[config.mk]
export PLATFORM = sky130hd
export DESIGN_NAME = aow_top
export DESIGN_NICKNAME = d
export VERILOG_FILES = /design/src/core/aow_pkg.sv /design/src/core/aow_fifo_if.sv /design/src/core/aow_sync.sv /design/src/core/aow_fifo.sv /design/src/core/aow_top.sv
export VERILOG_INCLUDE_DIRS = /design/src /design/src/core
export SDC_FILE = /design/constraint.sdc
export NUM_CORES = 1
export LEC_CHECK = 0
export BUFFER_PORTS_ARGS = -buffer_cell sky130_fd_sc_hd__buf_4
export CORE_UTILIZATION = 50
export DETAILED_ROUTE_END_ITERATION = 8
export HOLD_SLACK_MARGIN = 0.02
export PLACE_DENSITY = 0.73
export SLEW_MARGIN = 0
export SYNTH_ARGS = -nofsm -noshare
export SYNTH_HDL_FRONTEND = slang
export SYNTH_SLANG_ARGS = --single-unit
[constraint.sdc]
create_clock -name sys_clk_in -period 9 [get_ports sys_clk_in]
set_clock_uncertainty 0.1 [all_clocks]
set_input_delay 1.8 -clock sys_clk_in [delete_from_list [all_inputs] [get_ports sys_clk_in]]
set_output_delay 1.8 -clock sys_clk_in [all_outputs]
set_load 0.05 [all_outputs]
[src/core/aow_cfg.svh]
// constants for the analog output waveform timing block
// assumes a single 20 MHz clock and an Avalon-MM register slave
//
// Function
// - pin 5 as output drives sample tick; falling edge marks new sample
// - pin 6 as output drives start trigger; rising edge starts generation
// - pin 6 is the default start trigger source
// - pin 8 default counter 0 source; as output shows selected source
// - pin 9 default counter 0 gate; as output shows selected gate
// - pins 8, 9 and counter 0 out inputs routable onto sync bus
// - counter 0 out pin as output carries counter 0 internal output
// - counter 1 out pin always carries counter 1 internal output
// - each sample tick every converter takes one sample and updates; if the buffer runs empty first, none updates
// - buffer keeps first-in-first-out order; preload allowed
// - per-channel reference select: internal +-10 V or external input
// - converter codes are 16 bits wide
// - one sample tick updates all channels together
// - pin 6 resets as input; output is active-high start pulse
`ifndef AOW_CFG_SVH
`define AOW_CFG_SVH

`define AOW_REG_CTRL       4'h0
`define AOW_REG_PINDIR     4'h1
`define AOW_REG_SRCSEL     4'h2
`define AOW_REG_REFSEL     4'h3
`define AOW_REG_DIVIDER    4'h4
`define AOW_REG_FIFO       4'h5
`define AOW_REG_STATUS     4'h6
`define AOW_REG_SYNCROUTE  4'h7

`define AOW_CTRL_ARM       0
`define AOW_CTRL_SWSTART   1
`define AOW_CTRL_STOP      2
`define AOW_CTRL_CLRERR    3
`define AOW_CTRL_EXTCLK    4

`define AOW_DIR_P5         0
`define AOW_DIR_P6         1
`define AOW_DIR_P8         2
`define AOW_DIR_P9         3
`define AOW_DIR_C0         4

`define AOW_DIV_RESET      16'h0013
`define AOW_PULSE_CYCLES   2

`endif

[src/core/aow_pkg.sv]
// types for the analog output waveform timing block
// assumes nothing beyond standard systemverilog
package aow_pkg;
  typedef enum logic [1:0] {
    AOW_IDLE,
    AOW_ARMED,
    AOW_RUN
  } aow_state_t;

  typedef logic [15:0] aow_code_t;

  // start trigger source choice
  typedef enum logic [1:0] {
    AOW_TRG_PIN6,
    AOW_TRG_PIN5,
    AOW_TRG_SYNC0,
    AOW_TRG_SOFT
  } aow_trg_src_t;
endpackage

[src/core/aow_fifo_if.sv]
// push and pop channel between top and sample buffer
// assumes one clock shared by both ends
interface aow_fifo_if #(parameter int WIDTH = 16);
  logic             push;
  logic [WIDTH-1:0] push_data;
  logic             full;
  logic             pop;
  logic [WIDTH-1:0] pop_data;
  logic             empty;
  logic             flush;
  modport buf_end (input push, push_data, pop, flush, output full, pop_data, empty);
  modport user    (output push, push_data, pop, flush, input full, pop_data, empty);
endinterface

[src/core/aow_sync.sv]
// two-stage synchroniser with edge detect on the synced level
// assumes async input and one clock
module aow_sync (
  input  wire logic sys_clk_in,
  input  wire logic reset_n_in,
  input  wire logic async_in,
  output logic      level_out,
  output logic      rise_out,
  output logic      fall_out
);
  logic meta_q;
  logic sync_q;
  logic last_q;

  always_ff @(posedge sys_clk_in or negedge reset_n_in) begin
    if (!reset_n_in) begin
      meta_q <= 1'b0;
      sync_q <= 1'b0;
      last_q <= 1'b0;
    end else begin
      meta_q <= async_in;
      sync_q <= meta_q;
      last_q <= sync_q;
    end
  end

  assign level_out = sync_q;
  assign rise_out  = sync_q & ~last_q;
  assign fall_out  = ~sync_q & last_q;
endmodule // aow_sync

[src/core/aow_fifo.sv]
// sample buffer, first in first out
// assumes push never while full and pop never while empty
module aow_fifo #(
  parameter int WIDTH = 16,
  parameter int DEPTH = 64
) (
  input  wire logic sys_clk_in,
  input  wire logic reset_n_in,
  aow_fifo_if.buf_end fif
);
  localparam int AW = $clog2(DEPTH);
  logic [WIDTH-1:0] mem [DEPTH];
  logic [AW-1:0]    wr_q;
  logic [AW-1:0]    rd_q;
  logic [AW:0]      cnt_q;
  logic [WIDTH-1:0] out_q;
  wire              do_push = fif.push & ~fif.full;
  wire              do_pop  = fif.pop & ~fif.empty;

  assign fif.full     = (cnt_q == (AW+1)'(DEPTH));
  assign fif.empty    = (cnt_q == '0);
  assign fif.pop_data = mem[rd_q];

  always_ff @(posedge sys_clk_in) begin
    if (do_push) begin
      mem[wr_q] <= fif.push_data;
    end
  end

  always_ff @(posedge sys_clk_in or negedge reset_n_in) begin
    if (!reset_n_in) begin
      wr_q  <= '0;
      rd_q  <= '0;
      cnt_q <= '0;
    end else if (fif.flush) begin
      wr_q  <= '0;
      rd_q  <= '0;
      cnt_q <= '0;
    end else begin
      if (do_push) begin
        wr_q <= (wr_q == AW'(DEPTH-1)) ? '0 : wr_q + 1'b1;
      end
      if (do_pop) begin
        rd_q <= (rd_q == AW'(DEPTH-1)) ? '0 : rd_q + 1'b1;
      end
      cnt_q <= cnt_q + (AW+1)'(do_push) - (AW+1)'(do_pop);
    end
  end
endmodule // aow_fifo

[src/core/aow_top.sv]
// analog output waveform timing and pin routing, Avalon-MM slave
// assumes pins arrive asynchronously; converters latch codes on each sample
//
// Added by the designer: the register offsets and register access over Avalon-MM.
`include "aow_cfg.svh"
module aow_top #(
  parameter int CHANNELS = 2,
  parameter int DEPTH    = 64
) (
  input  wire logic                   sys_clk_in,
  input  wire logic                   reset_n_in,
  input  wire logic [3:0]             avs_address_in,
  input  wire logic                   avs_read_in,
  input  wire logic                   avs_write_in,
  input  wire logic [31:0]            avs_writedata_in,
  output logic [31:0]                 avs_readdata_out,
  output logic                        avs_waitrequest_out,
  input  wire logic                   prog_pin_5_in,
  output logic                        prog_pin_5_out,
  output logic                        prog_pin_5_oe_out,
  input  wire logic                   prog_pin_6_in,
  output logic                        prog_pin_6_out,
  output logic                        prog_pin_6_oe_out,
  input  wire logic                   prog_pin_8_in,
  output logic                        prog_pin_8_out,
  output logic                        prog_pin_8_oe_out,
  input  wire logic                   prog_pin_9_in,
  output logic                        prog_pin_9_out,
  output logic                        prog_pin_9_oe_out,
  input  wire logic                   cnt0_pin_in,
  output logic                        cnt0_pin_out,
  output logic                        cnt0_pin_oe_out,
  output logic                        cnt1_pin_out,
  input  wire logic                   cnt0_internal_out_in,
  input  wire logic                   cnt1_internal_out_in,
  input  wire logic                   cnt0_alt_source_in,
  input  wire logic                   cnt0_alt_gate_in,
  output logic                        cnt0_source_sel_out,
  output logic                        cnt0_gate_sel_out,
  input  wire logic [3:0]             sync_trigger_bus_in,
  output logic [3:0]                  sync_trigger_bus_out,
  output logic [3:0]                  sync_trigger_bus_oe_out,
  output logic [CHANNELS*16-1:0]      dac_code_out,
  output logic                        dac_update_out,
  output logic [CHANNELS-1:0]         ext_ref_sel_out
);
  localparam int CW = $clog2(CHANNELS + 1);

  ////////////////////////////////////////////////////////////////////////
  // synchronisers
  logic p5_lvl, p5_rise, p5_fall;
  logic p6_lvl, p6_rise;
  logic p8_lvl, p9_lvl, c0_lvl, s0_rise;

  aow_sync u_s5 (.sys_clk_in(sys_clk_in), .reset_n_in(reset_n_in), .async_in(prog_pin_5_in),
                 .level_out(p5_lvl), .rise_out(p5_rise), .fall_out(p5_fall));
  aow_sync u_s6 (.sys_clk_in(sys_clk_in), .reset_n_in(reset_n_in), .async_in(prog_pin_6_in),
                 .level_out(p6_lvl), .rise_out(p6_rise), .fall_out());
  aow_sync u_s8 (.sys_clk_in(sys_clk_in), .reset_n_in(reset_n_in), .async_in(prog_pin_8_in),
                 .level_out(p8_lvl), .rise_out(), .fall_out());
  aow_sync u_s9 (.sys_clk_in(sys_clk_in), .reset_n_in(reset_n_in), .async_in(prog_pin_9_in),
                 .level_out(p9_lvl), .rise_out(), .fall_out());
  aow_sync u_sc (.sys_clk_in(sys_clk_in), .reset_n_in(reset_n_in), .async_in(cnt0_pin_in),
                 .level_out(c0_lvl), .rise_out(), .fall_out());
  aow_sync u_sb (.sys_clk_in(sys_clk_in), .reset_n_in(reset_n_in), .async_in(sync_trigger_bus_in[0]),
                 .level_out(), .rise_out(s0_rise), .fall_out());

  ////////////////////////////////////////////////////////////////////////
  // registers
  logic [4:0]           dir_q;
  logic [5:0]           srcsel_q;
  logic [CHANNELS-1:0]  refsel_q;
  logic [15:0]          div_q;
  logic                 extclk_q;
  logic                 underflow_q;
  logic [11:0]          route_q;
  logic                 rd_pend_q;
  logic [31:0]          rdata_q;
  aow_pkg::aow_state_t  state_q;

  wire wr_ctrl   = avs_write_in & (avs_address_in == `AOW_REG_CTRL);
  wire wr_dir    = avs_write_in & (avs_address_in == `AOW_REG_PINDIR);
  wire wr_src    = avs_write_in & (avs_address_in == `AOW_REG_SRCSEL);
  wire wr_ref    = avs_write_in & (avs_address_in == `AOW_REG_REFSEL);
  wire wr_div    = avs_write_in & (avs_address_in == `AOW_REG_DIVIDER);
  wire wr_route  = avs_write_in & (avs_address_in == `AOW_REG_SYNCROUTE);

  aow_fifo_if #(.WIDTH(16)) fif ();
  wire wr_fifo   = avs_write_in & (avs_address_in == `AOW_REG_FIFO);

  wire ctl_arm    = wr_ctrl & avs_writedata_in[`AOW_CTRL_ARM];
  wire ctl_swst   = wr_ctrl & avs_writedata_in[`AOW_CTRL_SWSTART];
  wire ctl_stop   = wr_ctrl & avs_writedata_in[`AOW_CTRL_STOP];
  wire ctl_clrerr = wr_ctrl & avs_writedata_in[`AOW_CTRL_CLRERR];

  // buffer write accepted unless buffer full, other writes at once; read answers one cycle late
  assign avs_waitrequest_out = (wr_fifo & fif.full) | (avs_read_in & ~rd_pend_q);

  always_ff @(posedge sys_clk_in or negedge reset_n_in) begin
    if (!reset_n_in) begin
      dir_q    <= '0;
      srcsel_q <= '0;
      refsel_q <= '0;
      div_q    <= `AOW_DIV_RESET;
      extclk_q <= 1'b0;
      route_q  <= '0;
    end else begin
      if (wr_dir)   dir_q    <= avs_writedata_in[4:0];
      if (wr_src)   srcsel_q <= avs_writedata_in[5:0];
      if (wr_ref)   refsel_q <= avs_writedata_in[CHANNELS-1:0];
      if (wr_div)   div_q    <= avs_writedata_in[15:0];
      if (wr_ctrl)  extclk_q <= avs_writedata_in[`AOW_CTRL_EXTCLK];
      if (wr_route) route_q  <= avs_writedata_in[11:0];
    end
  end

  ////////////////////////////////////////////////////////////////////////
  // start trigger selection
  aow_pkg::aow_trg_src_t trg_sel;
  logic trg_edge;
  assign trg_sel = aow_pkg::aow_trg_src_t'(srcsel_q[1:0]);

  always_comb begin
    unique case (trg_sel)
      aow_pkg::AOW_TRG_PIN6:  trg_edge = p6_rise;
      aow_pkg::AOW_TRG_PIN5:  trg_edge = p5_rise;
      aow_pkg::AOW_TRG_SYNC0: trg_edge = s0_rise;
      aow_pkg::AOW_TRG_SOFT:  trg_edge = 1'b0;
    endcase
  end

  ////////////////////////////////////////////////////////////////////////
  // generation state and sample tick
  logic [15:0] div_cnt_q;
  logic        tick_lvl_q;
  logic        start_ev;
  logic        sample_ev;
  logic [1:0]  pulse_cnt_q;
  assign start_ev  = (state_q == aow_pkg::AOW_ARMED) & (trg_edge | ctl_swst);
  wire   int_tick  = (state_q == aow_pkg::AOW_RUN) & (div_cnt_q == '0) & tick_lvl_q;
  assign sample_ev = extclk_q ? ((state_q == aow_pkg::AOW_RUN) & p5_fall) : int_tick;

  always_ff @(posedge sys_clk_in or negedge reset_n_in) begin
    if (!reset_n_in) begin
      state_q <= aow_pkg::AOW_IDLE;
    end else begin
      unique case (state_q)
        aow_pkg::AOW_IDLE:  if (ctl_arm) state_q <= aow_pkg::AOW_ARMED;
        aow_pkg::AOW_ARMED: if (ctl_stop) state_q <= aow_pkg::AOW_IDLE;
                            else if (start_ev) state_q <= aow_pkg::AOW_RUN;
        aow_pkg::AOW_RUN:   if (ctl_stop) state_q <= aow_pkg::AOW_IDLE;
        default:            state_q <= aow_pkg::AOW_IDLE;
      endcase
    end
  end

  always_ff @(posedge sys_clk_in or negedge reset_n_in) begin
    if (!reset_n_in) begin
      div_cnt_q  <= '0;
      tick_lvl_q <= 1'b0;
    end else if (state_q != aow_pkg::AOW_RUN) begin
      div_cnt_q  <= div_q;
      tick_lvl_q <= 1'b0;
    end else if (div_cnt_q == '0) begin
      div_cnt_q  <= div_q;
      tick_lvl_q <= ~tick_lvl_q;
    end else begin
      div_cnt_q  <= div_cnt_q - 16'h0001;
    end
  end

  always_ff @(posedge sys_clk_in or negedge reset_n_in) begin
    if (!reset_n_in) begin
      pulse_cnt_q <= '0;
    end else if (start_ev) begin
      pulse_cnt_q <= 2'(`AOW_PULSE_CYCLES);
    end else if (pulse_cnt_q != '0) begin
      pulse_cnt_q <= pulse_cnt_q - 2'h1;
    end
  end

  ////////////////////////////////////////////////////////////////////////
  // buffer and converter codes
  logic [CW-1:0]       ch_q;
  logic                busy_q;
  logic [CHANNELS*16-1:0] stage_q;
  logic                upd_q;

  aow_fifo #(.WIDTH(16), .DEPTH(DEPTH)) u_fifo (
    .sys_clk_in(sys_clk_in),
    .reset_n_in(reset_n_in),
    .fif(fif)
  );

  // host writes enter buffer in order
  assign fif.push      = wr_fifo & ~fif.full;
  assign fif.push_data = avs_writedata_in[15:0];
  assign fif.flush     = ctl_stop;
  assign fif.pop       = busy_q & ~fif.empty;

  // one sample per channel per tick
  always_ff @(posedge sys_clk_in or negedge reset_n_in) begin
    if (!reset_n_in) begin
      ch_q    <= '0;
      busy_q  <= 1'b0;
      stage_q <= '0;
      upd_q   <= 1'b0;
      underflow_q <= 1'b0;
    end else begin
      upd_q <= 1'b0;
      if (sample_ev & ~busy_q) begin
        busy_q <= 1'b1;
        ch_q   <= '0;
      end else if (busy_q) begin
        if (fif.empty) begin
          busy_q      <= 1'b0;
        end else begin
          stage_q[ch_q*16 +: 16] <= fif.pop_data;
          ch_q <= ch_q + 1'b1;
          if (ch_q == CW'(CHANNELS-1)) begin
            busy_q <= 1'b0;
            upd_q  <= 1'b1;
          end
        end
      end
      if (busy_q & fif.empty) begin
        underflow_q <= 1'b1;
      end else if (ctl_clrerr) begin
        underflow_q <= 1'b0;
      end
    end
  end

  always_ff @(posedge sys_clk_in or negedge reset_n_in) begin
    if (!reset_n_in) begin
      dac_code_out   <= '0;
      dac_update_out <= 1'b0;
    end else begin
      dac_update_out <= upd_q;
      if (upd_q) dac_code_out <= stage_q;
    end
  end

  assign ext_ref_sel_out = refsel_q;

  ////////////////////////////////////////////////////////////////////////
  // pin and counter routing
  // counter 0 source default pin 8
  assign cnt0_source_sel_out = srcsel_q[2] ? cnt0_alt_source_in : p8_lvl;
  // counter 0 gate default pin 9
  assign cnt0_gate_sel_out   = srcsel_q[3] ? cnt0_alt_gate_in : p9_lvl;

  assign prog_pin_5_oe_out = dir_q[`AOW_DIR_P5];
  assign prog_pin_6_oe_out = dir_q[`AOW_DIR_P6];
  assign prog_pin_8_oe_out = dir_q[`AOW_DIR_P8];
  assign prog_pin_9_oe_out = dir_q[`AOW_DIR_P9];
  assign cnt0_pin_oe_out   = dir_q[`AOW_DIR_C0];
  assign prog_pin_5_out    = ~extclk_q & tick_lvl_q;
  assign prog_pin_6_out    = (pulse_cnt_q != '0);
  assign prog_pin_8_out    = cnt0_source_sel_out;
  assign prog_pin_9_out    = cnt0_gate_sel_out;
  assign cnt0_pin_out      = cnt0_internal_out_in;
  assign cnt1_pin_out      = cnt1_internal_out_in;

  genvar g;
  generate
    for (g = 0; g < 4; g++) begin : g_route
      assign sync_trigger_bus_out[g] = (route_q[g*3 +: 2] == 2'h0) ? p8_lvl :
                            (route_q[g*3 +: 2] == 2'h1) ? p9_lvl : c0_lvl;
      assign sync_trigger_bus_oe_out[g] = route_q[g*3+2] & (route_q[g*3 +: 2] != 2'h3);
    end
  endgenerate

  ////////////////////////////////////////////////////////////////////////
  // read data
  logic [31:0] rd_mux;
  assign rd_mux =
    (avs_address_in == `AOW_REG_CTRL)      ? {27'h0, extclk_q, 4'h0} :
    (avs_address_in == `AOW_REG_PINDIR)    ? {27'h0, dir_q} :
    (avs_address_in == `AOW_REG_SRCSEL)    ? {26'h0, srcsel_q} :
    (avs_address_in == `AOW_REG_REFSEL)    ? {{(32-CHANNELS){1'b0}}, refsel_q} :
    (avs_address_in == `AOW_REG_DIVIDER)   ? {16'h0, div_q} :
    (avs_address_in == `AOW_REG_STATUS)    ? {26'h0, p6_lvl, p5_lvl, fif.full, fif.empty,
                                              underflow_q, state_q == aow_pkg::AOW_RUN} :
    (avs_address_in == `AOW_REG_SYNCROUTE) ? {20'h0, route_q} : 32'h0000_0000;

  always_ff @(posedge sys_clk_in or negedge reset_n_in) begin
    if (!reset_n_in) begin
      rd_pend_q <= 1'b0;
      rdata_q   <= '0;
    end else begin
      rd_pend_q <= avs_read_in & ~rd_pend_q;
      if (avs_read_in & ~rd_pend_q) rdata_q <= rd_mux;
    end
  end
  assign avs_readdata_out = rdata_q;
endmodule // aow_top

-- After elaboration in Yosys (flattened, before gate mapping)
Memories as Yosys holds them, arrays and structs flattened.
Cells that the tools add are included.
- input bits: 53
- register bits: 200
- RAM bits: 1024
- memories kept: 1
- output and inout port bits: 89
- word-level logic and storage cells: 194
- memory list (name ; words ; width ; read ports ; clocked after Yosys merged registers in ; write ports ; line ; text):
    u_fifo.mem ; 64 ; 16 ; 1 ; 0 ; 1 ; aow_fifo.sv:12 ; logic [WIDTH-1:0] mem [DEPTH];
- bitwise logic cells: 45
- muxes and demuxes: 53
- equal/unequal tests: 29
- reductions and logical operators: 19
- shifts and indexed selects: 2
- add/sub/neg operators: 8
- operators by type and width (cell ; number):
    $mux W16 ; 7
    $mux W6 ; 6
    $neg A6 Y34 ; 1
    $shift A16 B34 Y32 const A ; 1
    $shiftx A16 B34 Y32 ; 1
    $and A1 B1 Y1 ; 32
    $bwmux W32 ; 1
    $mux W1 ; 25
    $mux W12 ; 2
    $mux W2 ; 9
    $eq A4 B3 Y1 const B ; 4
    $logic_not A16 Y1 ; 1
    $sub A16 B1 Y16 const B ; 1
    $eq A2 B1 Y1 const B ; 7
    $ne A2 B2 Y1 const B ; 7
    $reduce_bool A2 Y1 ; 7
    $add A6 B1 Y6 const B ; 2
    $eq A6 B6 Y1 const B ; 2
    $logic_not A2 Y1 ; 6
    $not A1 Y1 ; 11
    $eq A4 B2 Y1 const B ; 2
    $add A7 B1 Y7 ; 1
    $eq A7 B7 Y1 const B ; 1
    $logic_not A7 Y1 ; 1
    14 further kinds ; 18

-- Longest topological paths before layout
- word-level depth: 8
- depth in mapped cells: 19
- gate-level depth less buffers: 17

-- By module
From an unflattened synthesis, not the netlist that was laid out.
- cells, all modules: 2514
- area total of the unflattened synthesis: 48028.6 um^2
- modules (own cells, without submodules) (module ; sequential area each (um^2) ; times used ; cells each ; area an instance (um^2)):
    aow_fifo ; 31224.9 ; 1 ; 1926 ; 40654.0
    aow_top ; 3757.4 ; 1 ; 558 ; 6834.1
    aow_sync ; 75.1 ; 6 ; 5 ; 90.1

-- Worst setup path before layout
OpenSTA, ideal clock, no wires.
- kind: input -> register
- from: in avs_address_in[0]
- to: mem u_fifo.mem[32][0], enable pin
- arrival: 4615 ps
- setup time: 430 ps
- stages on the path: 8
- buffers on the path: 3
- required time: 8470 ps
- setup slack: 3854 ps
- cell sequence: buf_2 > nand2_1 > nor3_1 > nor2b_1 > clkbuf_1 > buf_2 > nand3_1 > nor4_1
- word-level cells in the longest chain between the ends: 6
- ends and longest elaborated chain (item ; line ; text):
    from (decl) ; aow_top.sv:12 ; input wire logic [3:0] avs_address_in,
    $eq A4 B3 Y1 (no line) ; n/a ;
    $and A1 B1 Y1 ; aow_top.sv:89 ; wire wr_fifo = avs_write_in & (avs_address_in == `AOW_REG_FIFO);
    $and A1 B1 Y1 ; aow_top.sv:196 ; assign fif.push = wr_fifo & ~fif.full;
    $and A1 B1 Y1 ; aow_fifo.sv:17 ; wire do_push = fif.push & ~fif.full;
    $mux W1 ; aow_fifo.sv:25 ; if (do_push) begin
    $mux W1 (implied by the code) ; aow_fifo.sv:26 ; mem[wr_q] <= fif.push_data;
    to (decl) ; aow_fifo.sv:12 ;
No other way between the ends.

-- Worst setup path in the final report
- from: in avs_address_in[3]
- to: out avs_waitrequest_out
- word-level cells in the longest chain between the ends: 4
- ends and longest elaborated chain (item ; line ; text):
    $eq A4 B3 Y1 (no line) ; n/a ;
    $and A1 B1 Y1 ; aow_top.sv:89 ;
    $and A1 B1 Y1 ; aow_top.sv:97 ; assign avs_waitrequest_out = (wr_fifo & fif.full) | (avs_read_in & ~rd_pend_q);
    $or A1 B1 Y1 ; aow_top.sv:97 ;
    to (decl) ; aow_top.sv:17 ; output logic avs_waitrequest_out,
No other way between the ends.

==> impl_metrics.env <==
export IMPL_min_period_ns=4.76
export IMPL_cts_max_path_buffers=3
export IMPL_grt_overflow_total=0
export IMPL_regToRegEndpoint="stage_q[16]$_DFFE_PN0P_"
export IMPL_hold_violations=0
export IMPL_dieArea_sq_um=96900
export IMPL_hold_class="register to register"
export IMPL_pwr_share_comb=0.271
export IMPL_syn_to_final_growth_pct=12.9
export IMPL_rrSetupSlack_ns=4.80
export IMPL_gp_congestion=0.898
export IMPL_dr_pass1_iters=6
export IMPL_avgSynthCellArea_sq_um=19.1
export IMPL_die_x_microns=311
export IMPL_grt_util_all_layers=0.221
export IMPL_crit_path_start_kind="primary input"
export IMPL_fin_crit_sh=0.528
export IMPL_final_setup_viol_count=0
export IMPL_worstHoldStart="u_sb.meta_q$_DFF_PN0_"
export IMPL_yosysWarningCount=0
export IMPL_rr_startpoint="u_fifo.rd_q[0]$_DFFE_PN0P_"
export IMPL_vias_per_cell=6.02
export IMPL_drt_iter0_drc=2774
export IMPL_clock_sinks=1208
export IMPL_die_height_microns=311
export IMPL_post_dp_hpwl_microns=63400
export IMPL_first_global_vias=24900
export IMPL_post_route_util=0.570
export IMPL_antenna_found_initial=1
export IMPL_finalMaxSlewViolations=0
export IMPL_peakVddDrop_mv=0.257
export IMPL_cellLeakagePower_nw=18.3
export IMPL_synth_edf_count=1024
export IMPL_crit_path_max_fanout=7
export IMPL_syn_area_sq_um=47900
export IMPL_timing_critical_path_cells="buf_4 -> nand2b_1 -> nor3_1 -> buf_4 -> nand2_1 -> nand2_1 -> buf_4"
export IMPL_cts_buffers=115
export IMPL_arrival_ns=2.86
export IMPL_route_detailed_drc=0
export IMPL_cts_setup_buffers=0
export IMPL_synth_top_area_share=0.643
export IMPL_cp_common_cell="buf_4"
export IMPL_cts_htree_levels=3
export IMPL_cellPowerDensity_nw_per_um2=297
export IMPL_slew_headroom=0.156
export IMPL_start_util=0.504
export IMPL_setup_tns_ns=0
export IMPL_clk_latency_ns=0.69
export IMPL_nets=2737
export IMPL_p_sw_mw=4.96
export IMPL_min_to="u_sb.level_out$_DFF_PN0_"
export IMPL_end_kind="output pin"
export IMPL_async_flop_share=0.152
export IMPL_clkPwrFrac=0.312
export IMPL_slowest_delay_ns=0.21
export IMPL_ys_flop_type="edfxtp_1"
export IMPL_rows=113
export IMPL_avgRoutedWirePerCell_microns=26.4
export IMPL_path_class="primary input to output pin"
export IMPL_cts_root_buf="clkbuf_16"
export IMPL_grt_first_pass_wirelength_microns=159000
export IMPL_clk_pin_slew_worst_paths_ns=0.06
export IMPL_rsz0062_at_grt="no"
export IMPL_ant_nets=0
export IMPL_yosysSeqAreaShare=0.739
export IMPL_p_sw_frac=0.309
export IMPL_seqPwrFrac=0.417
export IMPL_cts_resized=0
export IMPL_grt_max_degree=153
export IMPL_maxCapViolCount=0
export IMPL_status="finished clean"
export IMPL_synth_area_top_cells="edfxtp_1 64%, mux4_2 11%, dfrtp_1 9.5%"
export IMPL_core_sq_um=94900
export IMPL_ys_types=66
export IMPL_cts_tree="yes"
export IMPL_synth_top_area_cell="edfxtp_1"
export IMPL_fillCellCount=6807
export IMPL_power_internal_mw=11.1
export IMPL_min_path_cells=0
export IMPL_fmax_mhz=210
export IMPL_worstMarginPinSlew_ns=1.27
export IMPL_wl_microns=107000
export IMPL_dr_total_vias=24300
export IMPL_ff2ff_path_depth=7
export IMPL_synth_seq_cells=1208
export IMPL_hold_buffers=0
export IMPL_required_ns=7.10
export IMPL_cp_slowest_cell="nand2b_1"
export IMPL_drive_gt1_frac=0.262
export IMPL_port_buffers=102
export IMPL_num_io_pins=142
export IMPL_synthCells=2511
[state kept, by name, indices dropped and copies added, names as in the netlist, 2 cells and up]
signal,cells
u_fifo.mem,1024
dac_code_out,32
stage_q,32
avs_readdata_out,16
div_cnt_q,16
div_q,16
route_q,12
u_fifo.cnt_q,7
srcsel_q,6
u_fifo.rd_q,6
u_fifo.wr_q,6
dir_q,5
ch_q,2
ext_ref_sel_out,2
pulse_cnt_q,2
state_q,2
[cells in the mapped netlist, types with 12 or more instances]
cell and instances:
a211oi_1 12, a21oi_1 41, a22o_1 47, a22oi_1 32, buf_2 42, buf_4 35
buf_6 15, clkbuf_1 52, dfrtp_1 181, edfxtp_1 1024, ha_1 18, inv_1 25
mux2_2 102, mux2i_1 119, mux4_2 225, nand2_1 99, nand2b_1 22, nand3_1 21
nor2_1 141, nor2b_1 26, nor3_1 13, o21ai_0 37, o22ai_1 34, xnor2_1 14
[routing by layer]
layer | GRT usage | routed length, microns
met1 | 0.294 | 41400
met3 | 0.0419 | 8290
met5 | 0 | 0
met4 | 0.0777 | 3400
met2 | 0.367 | 53400
[power by group through the flow]
| stage | clock, mW | sequential, mW | combinational [mW] |
|---|---|---|---|
| 6_report | 5.01 | 6.69 | 4.35 |
| 5_1_grt | 5.28 | 6.73 | 4.60 |
| 4_1_cts | 5.07 | 6.69 | 4.39 |
| 3_5_place_dp | 0 | 6.80 | 4.36 |
| 3_3_place_gp | 0 | 6.78 | 4.28 |
| 2_1_floorplan | 0 | 6.87 | 2.96 |
[layout make-up]
cell class,count,area (sq um),area share
flip-flops and latches,1208,35400,0.655
clock inverters,73,881,0.0163
diodes,2,5.00,0.0000926
inverters,25,93.8,0.00174
repair buffers,177,1370,0.0254
clock buffers,144,3110,0.0576
multi-input cells,1138,11600,0.215
well taps,1265,1580,0.0293
[cells in the final DEF (no fill, tap or decap), types with 24 or more instances in the layout]
master / count
mux2_2: 102
a21oi_1: 41
nand2_1: 99
nor2b_1: 26
mux2i_1: 119
buf_4: 173
inv_1: 25
mux4_2: 225
a22oi_1: 32
o22ai_1: 34
a22o_1: 47
edfxtp_1: 1024
clkbuf_16: 117
nor2_1: 136
clkinv_2: 24
o21ai_0: 37
dfrtp_1: 177
[stage by stage]
| stage | worst slack, ns | cells | total power, mW | area (sq um) | hold WS [ns] |
|---|---|---|---|---|---|
| finish | 4.24 | 4032 | 16.0 | 54000 | 0.248 |
| detailed placement | 3.64 | 3813 | 11.2 | 50000 | 0.236 |
| global placement | 3.73 | 3813 | 11.1 | 50000 | 0.233 |
| floorplan | 3.85 | 2526 | 9.84 | 47900 | 0.231 |
| global route | 4.10 | 4030 | 16.6 | 54000 | 0.253 |
| CTS | 4.25 | 4030 | 16.1 | 54000 | 0.250 |
[worst max-delay path by stage]
stage / startpoint / end / slack (ns) / depth (start not counted)
after floorplan: avs_address_in[0] / u_fifo.mem[32][0]$_DFFE_PP_ / 3.85 / 8
after global placement: avs_address_in[3] / u_fifo.mem[47][10]$_DFFE_PP_ / 3.73 / 8
after detailed placement: avs_address_in[3] / u_fifo.mem[47][10]$_DFFE_PP_ / 3.64 / 8
after CTS: avs_address_in[3] / avs_waitrequest_out / 4.25 / 7
after global routing: avs_address_in[3] / u_fifo.mem[47][2]$_DFFE_PP_ / 4.10 / 8
final: avs_address_in[3] / avs_waitrequest_out / 4.24 / 7
[worst max-delay path: cells and delay by family]
family        cells  cell delay, ns
buf+inv           3            0.50
simple gates      4            0.56
[kinds of logic after synthesis]
logic type,share of synthesized area
muxes,0.155
AOI/OAI and AO/OA,0.0401
and+or+nand+nor,0.0367
xor gates and xnor gates,0.00403
adders and majority gates,0.00512
DFF,0.739
other,0.0000784
buffers and inverters,0.0203
Power figures use the tool's default switching activity.
